### config.mk
export PLATFORM = sky130hd
export DESIGN_NAME = ssw_switch_ctrl
export DESIGN_NICKNAME = d
export VERILOG_FILES = /design/src/design/ssw_strap_map.v /design/src/design/ssw_switch_ctrl.v
export VERILOG_INCLUDE_DIRS = /design/src /design/src/design
export SDC_FILE = /design/constraint.sdc
export NUM_CORES = 1
export LEC_CHECK = 0
export ABC_AREA = 0
export BUFFER_PORTS_ARGS = -buffer_cell sky130_fd_sc_hd__buf_2
export CORE_AREA = 2 2 99 101
export DETAILED_ROUTE_END_ITERATION = 10
export DIE_AREA = 0 0 101 103
export GPL_TIMING_DRIVEN = 1
export MAX_ROUTING_LAYER = met4
export PLACE_DENSITY = 0.85
export SYNTH_ARGS = -nofsm -noshare
export SYNTH_HDL_FRONTEND = slang
export SYNTH_SLANG_ARGS = --single-unit
### constraint.sdc
create_clock -name ref_clk -period 6.1 [get_ports ref_clk]
set_clock_uncertainty 0.15 [all_clocks]
set_input_delay 1.22 -clock ref_clk [delete_from_list [all_inputs] [get_ports ref_clk]]
set_output_delay 1.22 -clock ref_clk [all_outputs]
set_load 0.03 [all_outputs]
### src/design/ssw_consts.vh
// Constants for the dual switch controller address and power-on logic
`ifndef SSW_CONSTS_VH
`define SSW_CONSTS_VH
`define SSW_ADDR_TOP 4'hb
`define SSW_STRAP_LOW 2'h0
`define SSW_STRAP_MID 2'h1
`define SSW_STRAP_HIGH 2'h2
`define SSW_CLK_HZ 125000000
`define SSW_POR_US 300
`define SSW_DIP_US 100
`define SSW_PUMP_HZ 300000
`define SSW_BIT_CMD_FIRST 0
`define SSW_BIT_CMD_SECOND 1
`endif

### src/design/ssw_strap_map.v
// Maps two three-level strap readings to the low address bits
`timescale 1ns/1ps
`include "ssw_consts.vh"
module ssw_strap_map
(
    input wire [1:0] strap_low,
    input wire [1:0] strap_high,
    output reg [2:0] addr_low,
    output reg addr_valid
);
    reg [3:0] idx;
    always @*
    begin
        idx = 4'h0;
        addr_low = 3'h0;
        addr_valid = 1'b0;
        if (strap_low != 2'h3 && strap_high != 2'h3)
        begin
            idx = {2'h0, strap_high} * 4'h3 + {2'h0, strap_low};
            if (idx != 4'h4)
            begin
                addr_valid = 1'b1;
                addr_low = (idx > 4'h4) ? idx[2:0] - 3'h1 : idx[2:0];
            end
        end
    end
endmodule // ssw_strap_map

### src/design/ssw_switch_ctrl.v
// Serial slave, address straps and power-on hold for two switch drives
//
// What this block does
// - Address is 1011 plus three strap bits
// - Eight strap combinations map ascending addresses
// - Both straps mid gives no address
// - Both drives low after power-up
// - Hold operation 300 us after supply good
// - Restart hold only after 100 us dip
// - Standby stops pump when both off
// - Pump clocked near 300 kHz while on
// - Read direction ignores rest of transfer
// - Acknowledge address and command bytes
// - Latch two bits, apply at Stop
// - Start or Stop mid-byte discards data
`timescale 1ns/1ps
`include "ssw_consts.vh"
module ssw_switch_ctrl
#(
    parameter POR_CYCLES = (`SSW_CLK_HZ / 1000000) * `SSW_POR_US,
    parameter DIP_CYCLES = (`SSW_CLK_HZ / 1000000) * `SSW_DIP_US,
    parameter PUMP_HALF = `SSW_CLK_HZ / (2 * `SSW_PUMP_HZ)
)
(
    input wire ref_clk,
    input wire rst_n,
    input wire supply_good,
    input wire [1:0] addr_strap_low_pin,
    input wire [1:0] addr_strap_high_pin,
    input wire scl_in,
    input wire sda_in,
    output reg sda_out_ff,
    output reg sda_oe_ff,
    output reg switch_drive_first,
    output reg switch_drive_second,
    output reg pump_clk_ff,
    output reg pump_run_ff,
    output reg low_supply_lockout,
    output reg ready_ff
);
    localparam ST_IDLE = 3'h0;
    localparam ST_ADDR = 3'h1;
    localparam ST_AACK = 3'h2;
    localparam ST_CMD = 3'h3;
    localparam ST_CACK = 3'h4;
    localparam ST_WAIT = 3'h5;
    localparam ST_SKIP = 3'h6;

    ////////////////////////////////////////////////////////////////////////////
    // Synchronisers
    reg [1:0] scl_s_ff;
    reg [1:0] sda_s_ff;
    reg [1:0] sup_s_ff;
    reg [1:0] lo_s1_ff;
    reg [1:0] lo_s2_ff;
    reg [1:0] hi_s1_ff;
    reg [1:0] hi_s2_ff;
    reg scl_d_ff;
    reg sda_d_ff;
    always @(posedge ref_clk or negedge rst_n)
    begin
        if (!rst_n)
        begin
            scl_s_ff <= 2'h3;
            sda_s_ff <= 2'h3;
            sup_s_ff <= 2'h0;
            scl_d_ff <= 1'b1;
            sda_d_ff <= 1'b1;
            lo_s1_ff <= 2'h0;
            lo_s2_ff <= 2'h0;
            hi_s1_ff <= 2'h0;
            hi_s2_ff <= 2'h0;
        end
        else
        begin
            lo_s1_ff <= addr_strap_low_pin;
            lo_s2_ff <= lo_s1_ff;
            hi_s1_ff <= addr_strap_high_pin;
            hi_s2_ff <= hi_s1_ff;
            scl_s_ff <= {scl_s_ff[0], scl_in};
            sda_s_ff <= {sda_s_ff[0], sda_in};
            sup_s_ff <= {sup_s_ff[0], supply_good};
            scl_d_ff <= scl_s_ff[1];
            sda_d_ff <= sda_s_ff[1];
        end
    end
    wire scl = scl_s_ff[1];
    wire sda = sda_s_ff[1];
    wire supply = sup_s_ff[1];
    wire scl_rise = scl & ~scl_d_ff;
    wire scl_fall = ~scl & scl_d_ff;
    wire start_det = scl & scl_d_ff & sda_d_ff & ~sda;
    wire stop_det = scl & scl_d_ff & ~sda_d_ff & sda;

    ////////////////////////////////////////////////////////////////////////////
    // Power-on hold and lockout
    reg [31:0] por_cnt_ff;
    reg [31:0] dip_cnt_ff;
    reg hold_ff;
    reg release_ff;
    always @(posedge ref_clk or negedge rst_n)
    begin
        if (!rst_n)
        begin
            por_cnt_ff <= 32'h0;
            dip_cnt_ff <= 32'h0;
            hold_ff <= 1'b1;
            release_ff <= 1'b0;
            low_supply_lockout <= 1'b1;
        end
        else
        begin
            release_ff <= 1'b0;
            low_supply_lockout <= ~supply;
            if (hold_ff)
            begin
                if (!supply)
                    por_cnt_ff <= 32'h0;
                else if (por_cnt_ff >= POR_CYCLES - 1)
                begin
                    hold_ff <= 1'b0;
                    release_ff <= 1'b1;
                end
                else
                    por_cnt_ff <= por_cnt_ff + 32'h1;
            end
            else
            begin
                if (supply)
                    dip_cnt_ff <= 32'h0;
                else if (dip_cnt_ff >= DIP_CYCLES - 1)
                begin
                    hold_ff <= 1'b1;
                    por_cnt_ff <= 32'h0;
                    dip_cnt_ff <= 32'h0;
                end
                else
                    dip_cnt_ff <= dip_cnt_ff + 32'h1;
            end
        end
    end

    ////////////////////////////////////////////////////////////////////////////
    // Address capture
    wire [2:0] map_low;
    wire map_valid;
    reg [6:0] my_addr_ff;
    reg addr_ok_ff;
    ssw_strap_map u_map
    (
        .strap_low(lo_s2_ff),
        .strap_high(hi_s2_ff),
        .addr_low(map_low),
        .addr_valid(map_valid)
    );
    // Straps are synchronised too; settled long before the hold ends
    always @(posedge ref_clk or negedge rst_n)
    begin
        if (!rst_n)
        begin
            my_addr_ff <= 7'h0;
            addr_ok_ff <= 1'b0;
        end
        else if (release_ff)
        begin
            my_addr_ff <= {`SSW_ADDR_TOP, map_low};
            addr_ok_ff <= map_valid;
        end
    end

    ////////////////////////////////////////////////////////////////////////////
    // Serial slave
    reg [2:0] st_ff;
    reg [3:0] bit_cnt_ff;
    reg [7:0] shift_ff;
    reg [1:0] latch_ff;
    reg latch_ok_ff;
    wire [7:0] shifted = {shift_ff[6:0], sda};
    always @(posedge ref_clk or negedge rst_n)
    begin
        if (!rst_n)
        begin
            st_ff <= ST_IDLE;
            bit_cnt_ff <= 4'h0;
            shift_ff <= 8'h0;
            latch_ff <= 2'h0;
            latch_ok_ff <= 1'b0;
            sda_out_ff <= 1'b1;
            sda_oe_ff <= 1'b0;
            switch_drive_first <= 1'b0;
            switch_drive_second <= 1'b0;
            ready_ff <= 1'b0;
        end
        else if (hold_ff)
        begin
            st_ff <= ST_IDLE;
            latch_ok_ff <= 1'b0;
            sda_oe_ff <= 1'b0;
            switch_drive_first <= 1'b0;
            switch_drive_second <= 1'b0;
            ready_ff <= 1'b0;
        end
        else
        begin
            ready_ff <= 1'b1;
            if (start_det)
            begin
                latch_ok_ff <= 1'b0;
                st_ff <= addr_ok_ff ? ST_ADDR : ST_SKIP;
                bit_cnt_ff <= 4'h0;
                sda_oe_ff <= 1'b0;
            end
            else if (stop_det)
            begin
                if (latch_ok_ff && st_ff == ST_WAIT)
                begin
                    switch_drive_first <= latch_ff[`SSW_BIT_CMD_FIRST];
                    switch_drive_second <= latch_ff[`SSW_BIT_CMD_SECOND];
                end
                latch_ok_ff <= 1'b0;
                st_ff <= ST_IDLE;
                sda_oe_ff <= 1'b0;
            end
            else
            begin
                case (st_ff)
                    ST_ADDR, ST_CMD:
                    begin
                        if (scl_rise)
                        begin
                            shift_ff <= shifted;
                            bit_cnt_ff <= bit_cnt_ff + 4'h1;
                        end
                        else if (scl_fall && bit_cnt_ff == 4'h8)
                        begin
                            bit_cnt_ff <= 4'h0;
                            if (st_ff == ST_ADDR)
                            begin
                                if (shift_ff[7:1] == my_addr_ff && !shift_ff[0])
                                begin
                                    sda_out_ff <= 1'b0;
                                    sda_oe_ff <= 1'b1;
                                    st_ff <= ST_AACK;
                                end
                                else
                                    st_ff <= ST_SKIP;
                            end
                            else
                            begin
                                sda_out_ff <= 1'b0;
                                sda_oe_ff <= 1'b1;
                                st_ff <= ST_CACK;
                                latch_ff <= shift_ff[1:0];
                                latch_ok_ff <= 1'b1;
                            end
                        end
                    end
                    ST_AACK, ST_CACK:
                    begin
                        if (scl_fall)
                        begin
                            sda_oe_ff <= 1'b0;
                            st_ff <= (st_ff == ST_AACK) ? ST_CMD : ST_WAIT;
                        end
                    end
                    // Extra bytes after the command are not acknowledged
                    ST_WAIT, ST_SKIP, ST_IDLE:
                        sda_oe_ff <= 1'b0;
                    default:
                        st_ff <= ST_IDLE;
                endcase
            end
        end
    end

    ////////////////////////////////////////////////////////////////////////////
    // Charge pump clock
    reg [15:0] pump_cnt_ff;
    always @(posedge ref_clk or negedge rst_n)
    begin
        if (!rst_n)
        begin
            pump_cnt_ff <= 16'h0;
            pump_clk_ff <= 1'b0;
            pump_run_ff <= 1'b0;
        end
        else
        begin
            pump_run_ff <= switch_drive_first | switch_drive_second;
            if (!pump_run_ff)
            begin
                pump_cnt_ff <= 16'h0;
                pump_clk_ff <= 1'b0;
            end
            else if (pump_cnt_ff >= PUMP_HALF[15:0] - 16'h1)
            begin
                pump_cnt_ff <= 16'h0;
                pump_clk_ff <= ~pump_clk_ff;
            end
            else
                pump_cnt_ff <= pump_cnt_ff + 16'h1;
        end
    end
endmodule // ssw_switch_ctrl

### After elaboration in Yosys (flattened, before gate mapping)

Cells that the tools add are included.

| storage, ports and cells | value |
|---|---|
| register bits after elaboration | 129 |
| output and inout bits | 8 |
| logic and storage cells | 176 |
| input bits | 9 |

| cells by class | value |
|---|---|
| muxes and demuxes | 67 |
| $add $sub $neg | 6 |
| $mul | 1 |
| equality and inequality tests | 24 |
| reductions and logical operators | 26 |
| bitwise logic cells | 19 |
| $lt $le $gt $ge | 4 |

Operators with widths:

| cell | number |
|---|---|
| 32-bit two-way mux | 7 |
| 32-bit by 1-bit adder with 32-bit output (second input constant) | 2 |
| 3-bit two-way mux | 13 |
| 1-bit two-way mux | 38 |
| 32-bit by 14-bit >= comparator with 1-bit output (second input constant) | 1 |
| 32-bit by 16-bit >= comparator with 1-bit output (second input constant) | 1 |
| 16-bit two-way mux | 2 |
| 4-bit two-way mux | 5 |
| 16-bit by 1-bit adder with 16-bit output (second input constant) | 1 |
| 16-bit by 8-bit >= comparator with 1-bit output (second input constant) | 1 |
| 5-bit inequality test (second input constant) | 3 |
| 7-bit AND reduction | 2 |
| 4-bit AND reduction | 3 |
| 1-bit inverter | 11 |
| 5-bit AND reduction | 2 |
| 3-bit equality test (second input constant) | 3 |
| 3-bit case mux with 3 select lines | 1 |
| 2-bit by 1-bit inequality test with 1-bit output (second input constant) | 4 |
| 2-bit inequality test (second input constant) | 4 |
| 4-bit inequality test (second input constant) | 2 |
| 2-bit nonzero test | 4 |
| 4-bit nonzero test | 2 |
| 1-bit AND | 7 |
| 7-bit equality test | 1 |
| 21 further kinds | 27 |

### Logic depth before layout (Yosys ltp)

Gate-level depths: netlist of the first run.

| logic depth | value |
|---|---|
| word-level depth | 10 |
| mapped depth | 8 |
| depth with buffers taken out | 8 |

### By module

From an unflattened synthesis of the first run, not the netlist that was laid out.

| unflattened totals | value |
|---|---|
| cells, all modules | 506 |
| area total of the unflattened synthesis | 5,646.7 µm² |

Modules (own cells, without submodules):

| module | sequential area each (µm²) | times used | cells an instance | area an instance (µm²) |
|---|---|---|---|---|
| ssw_switch_ctrl | 3,239.4 | 1 | 481 | 5,462.7 |
| ssw_strap_map | 0.0 | 1 | 25 | 183.9 |

### Least setup slack after synthesis of the first run

Ideal clock, no wire load.

| timing path | value |
|---|---|
| kind | reg2reg |
| start point | register lo_s2_ff[1] |
| end point | register my_addr_ff[0] |
| cell stages (with the launch flop) | 8 |
| path buffers | 0 |
| clock period less this slack | 2.380 ns |
| arrival | 2.108 ns |
| required time | 5.829 ns |
| setup slack | 3.720 ns |
| setup time | 0.121 ns |
| cells stage by stage | dfrtp_1 -> fa_1 -> ha_1 -> inv_1 -> fa_1 -> o21ai_0 -> xnor2_1 -> o2bb2ai_1 |

| between the ends | value |
|---|---|
| longest elaborated chain between the ends | 5 |
| elaborated cells on any way between the ends | 8 |
| those cells by class | 1 x add/sub; 1 x order compare; 2 x eq/ne; 3 x mux; 1 x reduce/logical |

Ends and longest elaborated chain:

| element | RTL line | RTL |
|---|---|---|
| start, declared | ssw_switch_ctrl.v:55 | `reg [1:0] lo_s2_ff;` |
| start signal, assigned | ssw_switch_ctrl.v:77 | `lo_s2_ff <= lo_s1_ff;` |
| 4-bit by 2-bit adder with 4-bit output | ssw_strap_map.v:19 | `idx = {2'h0, strap_high} * 4'h3 + {2'h0, strap_low};` |
| 4-bit by 3-bit greater-than comparator with 1-bit output | ssw_strap_map.v:23 | `addr_low = (idx > 4'h4) ? idx[2:0] - 3'h1 : idx[2:0];` |
| 3-bit two-way mux | ssw_strap_map.v:23 |  |
| 3-bit two-way mux | ssw_strap_map.v:20 | `if (idx != 4'h4)` |
| 3-bit two-way mux (*) | ssw_strap_map.v:17 | `if (strap_low != 2'h3 && strap_high != 2'h3)` |
| end signal, assigned | ssw_switch_ctrl.v:166 | `` my_addr_ff <= {`SSW_ADDR_TOP, map_low}; `` |
| end, declared | ssw_switch_ctrl.v:147 | `reg [6:0] my_addr_ff;` |

Mark *: on every way between the ends. The rest lies on a longest branch, timed or not.
A chain may end at the register's enable or synchronous reset.

### Final worst setup path of the first run

| timing path | value |
|---|---|
| start point | register hold_ff |
| end point | register por_cnt_ff[14] |

| between the ends | value |
|---|---|
| longest elaborated chain between the ends | 2 |
| elaborated cells on any way between the ends | 4 |
| those cells by class | 1 x eq/ne; 1 x mux; 2 x reduce/logical |

Ends and longest elaborated chain:

| element | RTL line | RTL |
|---|---|---|
| start, declared | ssw_switch_ctrl.v:99 | `reg hold_ff;` |
| start signal, assigned | ssw_switch_ctrl.v:107 | `hold_ff <= 1'b1;` |
| start signal, assigned | ssw_switch_ctrl.v:121 | `hold_ff <= 1'b0;` |
| start signal, assigned | ssw_switch_ctrl.v:133 | `hold_ff <= 1'b1;` |
| 2-bit by 1-bit inequality test with 1-bit output (no line) or 2-bit nonzero test (tied branches) | - |  |
| 3-bit AND reduction (no line) | - |  |
| end signal, assigned | ssw_switch_ctrl.v:125 | `por_cnt_ff <= por_cnt_ff + 32'h1;` |
| end, declared | ssw_switch_ctrl.v:97 | `reg [31:0] por_cnt_ff;` |

Several ways; a longest one is shown, not always the timed one.

==> results of run 1 <==
-- cells in the mapped netlist (4+ instances only) --
library cell / number / area, um2
clkbuf_1: 12 / 45.0
nand2b_1: 6 / 37.5
a31oi_1: 14 / 87.6
o31ai_1: 5 / 37.5
or4_1: 5 / 37.5
nor4_1: 13 / 81.3
nor3_1: 7 / 35.0
nand4_1: 6 / 37.5
dfstp_2: 9 / 236
or3_1: 8 / 50.1
and3_1: 6 / 37.5
a21oi_1: 20 / 100
xor2_1: 7 / 61.3
xnor2_1: 9 / 78.8
mux2i_1: 6 / 60.1
ha_1: 9 / 113
dfrtp_1: 120 / 3000
nor2_1: 38 / 143
nand2_1: 28 / 105
o211ai_1: 8 / 60.1
o21ai_0: 20 / 100
nand3_1: 20 / 100
inv_1: 16 / 60.1
mux2_2: 14 / 158
a41oi_1: 4 / 35.0
and2_1: 34 / 213
-- power by group through the flow --
stage / logic, mW / clock network (mW) / registers (mW)
final: 0.191 / 1.03 / 0.957
after global routing: 0.212 / 1.09 / 0.964
after CTS: 0.192 / 1.05 / 0.955
after global placement: 0.177 / 0 / 0.966
after floorplan: 0.157 / 0 / 0.940
after detailed placement: 0.187 / 0 / 0.969
-- critical path, stage by stage, from the launching register on --
cell and delay, ps:
dfstp_2 910, inv_1 420, a2111oi_4 400, o21ai_2 290, or4_1 560, a21oi_1 160
-- path summary, 6_finish.rpt --
kind,to,slack [ps],cells after the start
setup / recovery,por_cnt_ff[14],3130,5
hold / removal,sup_s_ff[1],200,0
setup reg to reg,por_cnt_ff[14],3130,5
hold reg to reg,sup_s_ff[1],200,0
max in group asynchronous,por_cnt_ff[4],3920,2
min in group asynchronous,pump_cnt_ff[7],740,1
-- per-stage QoR --
stage | util [%] | instances
after CTS | 66.5 | 640
after global placement | 60.1 | 608
after global routing | 66.5 | 640
after floorplan | - | 492
final | 66.5 | 640
after detailed placement | 60.1 | 608
-- area by class of cell --
cell class	instances	area, um2	area share (%)
multi-input cells	331	2150	34.2
clock buffers	18	428	6.80
repair buffers	17	90.1	1.43
flip-flops and latches	129	3240	51.5
clock inverters	14	178	2.82
inverters	17	63.8	1.01
well taps	114	143	2.27
-- logic make-up (layout without fill, tap and decap cells) --
| logic type | Yosys count | in the layout | synth area share [%] |
|---|---|---|---|
| AND/OR/NAND/NOR | 188 | 188 | 18.5 |
| flip-flops | 129 | 129 | 59.0 |
| AO/OA/AOI/OAI | 88 | 88 | 10.6 |
| buffers and inverters | 32 | 66 | 2.48 |
| multiplexers | 20 | 20 | 3.96 |
| XOR/XNOR | 16 | 16 | 2.55 |
| adder cells (fa/ha/maj) | 11 | 11 | 2.78 |
| other | 1 | 8 | 0.0683 |
-- sequential cells by signal, indices dropped and copies added (netlist names), 3 cells and up --
signal,cells
my_addr_ff,4
pump_cnt_ff,16
shift_ff,8
st_ff,3
por_cnt_ff,32
dip_cnt_ff,32
bit_cnt_ff,4
-- cells in the final DEF (no fill, tap or decap), types with 3 or more instances in the layout --
| cell | netlist | layout |
|---|---|---|
| o211ai_1 | 8 | 8 |
| mux2_2 | 14 | 14 |
| xor2_1 | 7 | 7 |
| nor4_1 | 13 | 13 |
| bufinv_16 | 0 | 3 |
| mux2i_1 | 6 | 6 |
| and2_1 | 34 | 34 |
| xnor2_1 | 9 | 9 |
| or3_1 | 8 | 8 |
| o31ai_1 | 5 | 5 |
| a41oi_1 | 4 | 4 |
| buf_2 | 1 | 15 |
| dfstp_2 | 9 | 9 |
| nor2_1 | 38 | 38 |
| a31oi_1 | 14 | 14 |
| or4_1 | 5 | 5 |
| conb_1 | 1 | 8 |
| clkbuf_16 | 0 | 16 |
| a21oi_1 | 20 | 20 |
| or2_2 | 3 | 3 |
| clkinv_4 | 0 | 4 |
| inv_1 | 16 | 16 |
| inv_6 | 0 | 4 |
| nand2b_1 | 6 | 6 |
| a211oi_1 | 3 | 3 |
| and3_1 | 6 | 6 |
| nand2_1 | 28 | 28 |
| nand3_1 | 20 | 20 |
| nor3_1 | 7 | 7 |
| nand3b_1 | 3 | 3 |
| dfrtp_1 | 120 | 120 |
| o21ai_0 | 20 | 20 |
| ha_1 | 9 | 9 |
| nand4_1 | 6 | 6 |
-- metal layers --
metal / GRT usage, % / vias up / wire [um]
li1: - / 1769 / -
met1: 28.4 / 1868 / 4600
met2: 36.3 / 95 / 5260
met3: 5.83 / 22 / 425
met4: 7.48 / 0 / 184
met5: - / - / 0
==> impl_results.md, run 1 <==
* Dpl hpwl at 6.47 mm
* Gate power share at 8.8%
* Slew margin rel. at between 20% and 30%
* Worst Hold Launch: sup_s_ff[0]
* Avg Cell Area, Syn at 11.3 um2
* Total number of vias at 3,754
* ANT cells at 0
* Iter 0 DRT Violations at 221
* Layout cells sized above 1 at roughly 16%
* Peak VDD IR at between 150 and 200 uV
* Number of global-route vias before repair at 3,660
* Worst slew pin tran at 1150 ps
* Worst reg2reg path startpoint: hold_ff
* Final instance area at ~6300 um2
* Final GP Congestion at 0.893
* Register area share after synthesis at 59.0%
* Final Hold Viols at 0
* Tcrit/Tclk final at 48.8%
* Antenna viol nets, final at 0
* Register share of total power at 44.0%
* TNS Setup at 0 ps
* Global route total overflow at 0
* Post-synth EDFFs at 0
* Clk slew on worst S/H paths at approximately 60 ps
* Lkg Pwr at 2.90 nW
* Post-Place Setup Slack at 3160 ps
* Fill cells at between 600 and 700
* Post-place instance area at around 5700 um2
* Fmax achieved at 0.336 GHz
* Power density cells at 346 nW/um2
* PostCTS Resize Cnt at 0
* Ys flop type: dfrtp_1
* Largest net degree at the start of global routing at 85
* CTS tree: built
* Row count at 36
* Power Total at around 2.2 mW
* DIE HEIGHT at 103 um
* Clk network pwr share at 47.2%
* Latest clock arrival within the worst-skew pair at 510 ps
* Drt pass-1 iters at 5
* Post-CTS Hold Fix Bufs at 0
* Vias per Instance at 5.87
* Flops & latches, synth at 129
* Maximum fanout along the worst path at 37
* Worst EP arrival at 3250 ps
* Die Wd at 101 um
* Root buffer selected by CTS: clkbuf_8
* Setup Viol. Count Final at 0
* CP startpoint: hold_ff
* Total GRT Usage at between 20% and 30%
* Final min period at ~3000 ps
* Clk buf depth at 2
* H-tree depth at 4
* Routed WL at 10.5 mm
* RSZ-0062 raised after global routing: false
* Outcome: finished clean
* Initial antenna violation count at 0
* # DRC at 0
* Crit. End Element: register
* Warning count from the yosys run at 0
* Initial Util at 58.1%
* Cell variety after synth at 54
* Num ports at 17
* Slew Viols, Final at 0
* Req. time, crit path at 6380 ps
* Core footprint at 9460 um2
* Startpoint types: register
* Asr flop ratio synth at 100%
* Die ar. at approximately 10,000 um2
* Port bufs at 16
* Internal power at between 1.5 and 2 mW
* Net count, final at 533
* Routed len/inst at 16.3 um
* P&R area growth vs syn at 14.5%
* Critical path class: reg2reg
* CTS Buf Count at 17
* Hold WC Path Type: reg2reg
* Mapped cell area at roughly 5500 um2
* Post-CTS setup buffers at 0
* Setup ws final at 3130 ps
* Hold slack at between 150 and 200 ps
* Max-cap violations at 0
* First-pass GRT wire length at 17.7 mm
* P_sw at 547 uW
* Post-Synthesis Cells at between 400 and 500
* TritonCTS Sinks at roughly 130
* Sw frac at between 20% and 30%
(Power assumes the default switching activity.)
==> run 2: changes to the inputs <==
ABC_AREA = 1   (was 0)
CORE_AREA = 2 2 107 109   (was 2 2 99 101)
DIE_AREA = 0 0 109 111   (was 0 0 101 103)
PLACE_DENSITY = 0.84   (was 0.85)
clock period = 2.5 ns   (was 6.1 ns; I/O delays follow)
==> run 2 against run 1 <==
  * Area after synthesis up 10%
  * Highest routed layer unchanged
  * The flow now finishes with violations (negative setup slack)
  * Largest power group unchanged
  * Sequential share of layout area down 5.3 points
  * Critical path depth up 3
  * Synthesized cell count up 54%
  * Global-route usage down 0.87 points
  * Fmax up 18%
  * Clock power up 140%
  * First-iteration DRC count up 39%
  * Sequential cell count unchanged
==> impl_results.md, run 2 <==
* Outcome: complete, but fails checks
* Failing checks: negative setup slack
* Port bufs at 16
* Latest clock arrival within the worst-skew pair at approximately 420 ps
* Worst EP arrival at 2640 ps
* Clk buf depth at 2
* Global route total overflow at 0
* Number of global-route vias before repair at 4,544
* Post-Place Setup Slack at -25.2 ps
* Die ar. at 12,100 um2
* Cell variety after synth at 39
* Num ports at 17
* Area share of the leading cell type in the synthesized netlist at between 40% and 50%
* Hold path cells at 1
* Setup Viol. Count Final at 1
* Routed WL at 11.5 mm
* Initial antenna violation count at 0
* Dpl hpwl at 7.56 mm
* Final Non-Filler Cells at 944
* Final Hold Viols at 0
* # DRC at 0
* Synth area leaders: dfrtp_1 (50%), nand2_1 (13%), nor2_1 (7.0%), inv_1 (6.4%), nand3_1 (5.0%)
* Core footprint at 11,100 um2
* P&R area growth vs syn at 16.1%
* Initial Util at between 50% and 60%
* Asr flop ratio synth at 100%
* H-tree depth at 4
* Hold slack at 34.6 ps
* RSZ-0062 raised after global routing: true
* Antenna viol nets, final at 0
* Warning count from the yosys run at 0
* Fmax achieved at 0.397 GHz
* Ys flop type: dfrtp_1
* Post-synth EDFFs at 0
* CTS Buf Count at 17
* Vias per Instance at just over 5
* Power density cells at 751 nW/um2
* Clk slew on worst S/H paths at 50 ps
* Hold WC Path Type: in2reg
* Worst slew pin tran at 537 ps
* Max-cap violations at 0
* Maximum fanout along the worst path at 4
* Total GRT Usage at 21.8%
* Post-place instance area at 6370 um2
* Commonest non-fill, non-tap cell in the layout: nand2_1
* Lkg Pwr at between 3 and 4 nW
* Critical path class: reg2reg
* First-pass GRT wire length at between 20 and 25 mm
* Startpoint types: register
* Reg area at around 3200 um2
* Largest net degree at the start of global routing at 43
* Post-synth top cells: nand2_1 (208), dfrtp_1 (120), nor2_1 (113)
* Final instance area at 7020 um2
* Layout cells sized above 1 at a little under an eighth
* CP max stage delay at 550 ps
* Slew margin rel. at 64.2%
* Power Total at around 5.3 mW
* Drt pass-1 iters at 6
* DIE HEIGHT at 111 um
* Final min period at 2520 ps
* CP cell instances: fa_1, ha_2, inv_2, fa_2, o21ai_2, buf_4, xor2_2, o22ai_2
* CP max-delay cell: fa_1
* Row count at 39
* Cell taking the most area after synthesis: dfrtp_1
* Post-placement cell count at 909
* Total number of vias at 4,776
* Regs by FF count: dip_cnt_ff: 32 flops, por_cnt_ff: 32 flops, pump_cnt_ff: 16 flops
* Tcrit/Tclk final at 101%
* Peak VDD IR at 408 uV
* ANT cells at 0
* Slew Viols, Final at 0
* Crit. End Element: register
* Routed len/inst at 12.2 um
* Register area share after synthesis at a little over half
* CTS tree: built
* Multi-input logic area at between 2000 and 2500 um2
* Final GP Congestion at 0.969
* Req. time, crit path at 2620 ps
* Post-Synthesis Cells at ~750
* Fill cells at 875
* Die Wd at 109 um
* Iter 0 DRT Violations at between 300 and 400
* Setup ws final at -17.8 ps
* Mapped cell area at 6050 um2
* R2R cell count at 8
* TritonCTS Sinks at 129
* Most frequent cells in the layout: nand2_1 (208), dfrtp_1 (120), nor2_1 (112)
* Avg Cell Area, Syn at 8.11 um2
* Root buffer selected by CTS: clkbuf_16
* Flops & latches, synth at 129
* Net count, final at ~800
* Top-count cell post-synth: nand2_1
## run 2: changes by cell type after synthesis, moves of 17 or more
cell / before / now
a21oi_1: 20 / 3
and2_1: 34 / 0
nor2_1: 38 / 113
nand2_1: 28 / 208
nand3_1: 20 / 60
inv_1: 16 / 103
## run 2: path summary, 6_finish.rpt
path / slack [ps] / end / from
setup / recovery: -20 / my_addr_ff[0] / lo_s2_ff[1]
hold / removal: 30 / sda_s_ff[0] / sda_in
setup reg to reg: -20 / my_addr_ff[0] / lo_s2_ff[1]
hold reg to reg: 190 / hi_s2_ff[0] / hi_s1_ff[0]
max in group asynchronous: 1080 / pump_cnt_ff[15] / rst_n
min in group asynchronous: 460 / bit_cnt_ff[1] / rst_n
## run 2: metrics by stage
| step | setup TNS [ps] | util [%] |
|---|---|---|
| 2_1_floorplan | 0 | - |
| 3_3_place_gp | 0 | 57.5 |
| 3_5_place_dp | -25.2 | 57.5 |
| 4_1_cts | 0 | 63.1 |
| 5_1_grt | -98.1 | 63.4 |
| 6_report | -17.8 | 63.4 |
## run 2: per-layer routing
layer,share of wire [%],track usage (%),up-vias
li1,-,-,2397
met1,45,28.0,2226
met2,48,32.4,120
met3,4.4,5.41,33
met4,2.7,10.0,0
met5,0,-,-
## run 2: cells by family (layout without fill, tap and decap cells)
logic type / count (synthesis) / after routing / synth area share [%]
DFF: 129 / 129 / 53.6
xor gates and xnor gates: 13 / 13 / 1.88
buffers and inverters: 119 / 167 / 7.74
adders and majority gates: 11 / 11 / 2.52
muxes: 1 / 1 / 0.166
other: 1 / 8 / 0.0620
and+or+nand+nor: 425 / 425 / 29.7
AOI/OAI and AO/OA: 47 / 47 / 4.41
## run 2: power by group
group          switching, mW  internal (mW)  total [mW]
Sequential            0.0843           2.18        2.26
Clock                  0.873           1.61        2.49
Combinational          0.335          0.191       0.525
Total                   1.29           3.98        5.27
## run 2: layout make-up
cell class,instances,area share (%)
multi-input combinational,505,34.1
inverter,105,5.65
sequential,129,46.1
tap,143,2.55
timing repair buffer,30,3.07
clock inverter,10,1.91
clock buffer,22,6.61
## run 2: worst max-delay path: cells and delay by family, from the launching register on
kind                       cells  cell delay (ps)
xor gates and xnor gates       1              180
AOI/OAI and AO/OA              2              180
DFF                            1              400
adders and majority gates      3             1280
buffers and inverters          2              180
## run 2: timing repair
action	in CTS	in global routing
hold buffers	1	0
hold endpoints to repair	35	0
setup buffers	0	2
endpoints found under the setup margin	1	3
resized for setup	2	7
==> run 3: changes to the inputs <==
CTS_CLUSTER_SIZE = 40   (was not set)
RECOVER_POWER = 25   (was not set)
SLEW_MARGIN = 20   (was not set)
==> run 3 against run 2 <==
  * The flow still finishes with violations (negative setup slack)
  * Combinational power about the same
  * Worst setup slack about the same
  * Routed wire length about the same
  * Final cell count unchanged
  * Clock power about the same
==> impl_results.md, run 3 (synthesis results as in run 2) <==
* P&R area growth vs syn at 16.0%
* First-pass GRT wire length at 20.3 mm
* Row count at 39
* Crit. End Element: register
* Dpl hpwl at 7.56 mm
* Die ar. at 12,100 um2
* R2R cell count at 8
* Tcrit/Tclk final at 101%
* Worst EP arrival at between 2000 and 3000 ps
* Latest clock arrival within the worst-skew pair at 420 ps
* Slew Viols, Final at 0
* Final Non-Filler Cells at 944
* Global route total overflow at 0
* Power density cells at approximately 750 nW/um2
* Req. time, crit path at 2620 ps
* Max-cap violations at 0
* CTS tree: built
* TNS Setup at -17.8 ps
* Setup Viol. Count Final at 1
* Hold path cells at 1
* Fmax achieved at between 0.3 and 0.4 GHz
* Antenna viol nets, final at 0
* Layout cells sized above 1 at 11.0%
* # DRC at 0
* Power Total at 5.27 mW
* Fill cells at about 900
* Routed len/inst at roughly 12 um
* TritonCTS Sinks at approximately 130
* Failing checks: negative setup slack
* Final min period at between 2000 and 3000 ps
* Vias per Instance at slightly above 5
* Maximum fanout along the worst path at 4
* Number of global-route vias before repair at about 4,500
* Peak VDD IR at 408 uV
* Drt pass-1 iters at 6
* ANT cells at 0
* Root buffer selected by CTS: clkbuf_16
* Port bufs at 16
* CTS Buf Count at 17
* Core footprint at 11,100 um2
* Regs by FF count: dip_cnt_ff: 32 flops, por_cnt_ff: 32 flops, pump_cnt_ff: 16 flops
* Worst slew pin tran at 1040 ps
* Final GP Congestion at 0.969
* Clk slew on worst S/H paths at approximately 50 ps
* Multi-input logic area at about 2400 um2
* H-tree depth at 4
* Initial Util at around 55%
* Reg area at roughly 3200 um2
* Post-placement cell count at 909
* Commonest non-fill, non-tap cell in the layout: nand2_1
* Lkg Pwr at 3.61 nW
* Total number of vias at 4,783
* Hold WC Path Type: in2reg
* Final Util at 63.3%
* Post-Place Setup Slack at -25.2 ps
* Net count, final at just over 800
* Clk buf depth at 2
* Die Wd at 109 um
* Num ports at 17
* Slew margin rel. at between 30% and 40%
* Critical path class: reg2reg
* Outcome: complete, but fails checks
* DIE HEIGHT at 111 um
* Startpoint types: register
* Iter 0 DRT Violations at 308
* Setup ws final at -17.8 ps
* Total GRT Usage at between 20% and 30%
* Final Hold Viols at 0
* Largest net degree at the start of global routing at 43
* Most frequent cells in the layout: nand2_1 (208), dfrtp_1 (120), nor2_1 (112)
* Initial antenna violation count at 0
* RSZ-0062 raised after global routing: true
* Routed WL at 11.5 mm
## run 3: cell count changes in the layout (fill, tap and decap cells not counted), sizes merged
cell	before	now
buf	29	27
clkbuf	22	24
## run 3: stage by stage
stage          hold WS [ps]  instance area (um2)
2_1_floorplan          54.4                 6070
3_3_place_gp            182                 6370
3_5_place_dp            186                 6370
4_1_cts                16.9                 6990
5_1_grt                20.6                 7010
6_report               34.8                 7010
## run 3: critical path, stage by stage, from the launching register on
cell and delay (ps):
dfrtp_1 400, fa_1 550, ha_2 180, inv_2 30
fa_2 550, o21ai_2 50, buf_4 150, xor2_2 180
o22ai_2 130
## run 3: power by group
group | total (mW) | internal (mW) | leakage [nW] | switching, mW
Sequential | 2.26 | 2.18 | 1.71 | 0.0842
Combinational | 0.525 | 0.190 | 1.61 | 0.335
Clock | 2.49 | 1.61 | 0.290 | 0.873
## run 3: per-layer routing
| layer | global-route usage, % | wire length, um | vias to the layer above |
|---|---|---|---|
| li1 | - | - | 2397 |
| met1 | 28.0 | 5160 | 2233 |
| met2 | 32.4 | 5510 | 120 |
| met3 | 5.41 | 503 | 33 |
| met4 | 10.0 | 314 | 0 |
| met5 | - | 0 | - |
## run 3: final timing paths
kind	start	endpoint	slack (ps)
setup / recovery	lo_s2_ff[1]	my_addr_ff[0]	-20
hold / removal	sda_in	sda_s_ff[0]	30
setup reg to reg	lo_s2_ff[1]	my_addr_ff[0]	-20
hold reg to reg	hi_s1_ff[0]	hi_s2_ff[0]	190
max in group asynchronous	rst_n	pump_cnt_ff[15]	700
min in group asynchronous	rst_n	bit_cnt_ff[1]	650
## run 3: timing repair
action / in CTS / in global routing
gates resized for setup: 2 / 7
buffers inserted: 0 / 2
hold endpoints to repair: 35 / 0
endpoints found under the setup margin: 1 / 3
hold buffers: 1 / 0
## run 3: layout make-up
type | instances | area share, %
Multi-Input combinational cell | 505 | 34.1
Sequential cell | 129 | 46.2
Timing Repair Buffer | 30 | 2.98
Clock inverter | 10 | 1.91
Clock buffer | 22 | 6.62
Inverter | 105 | 5.66
Tap cell | 143 | 2.55
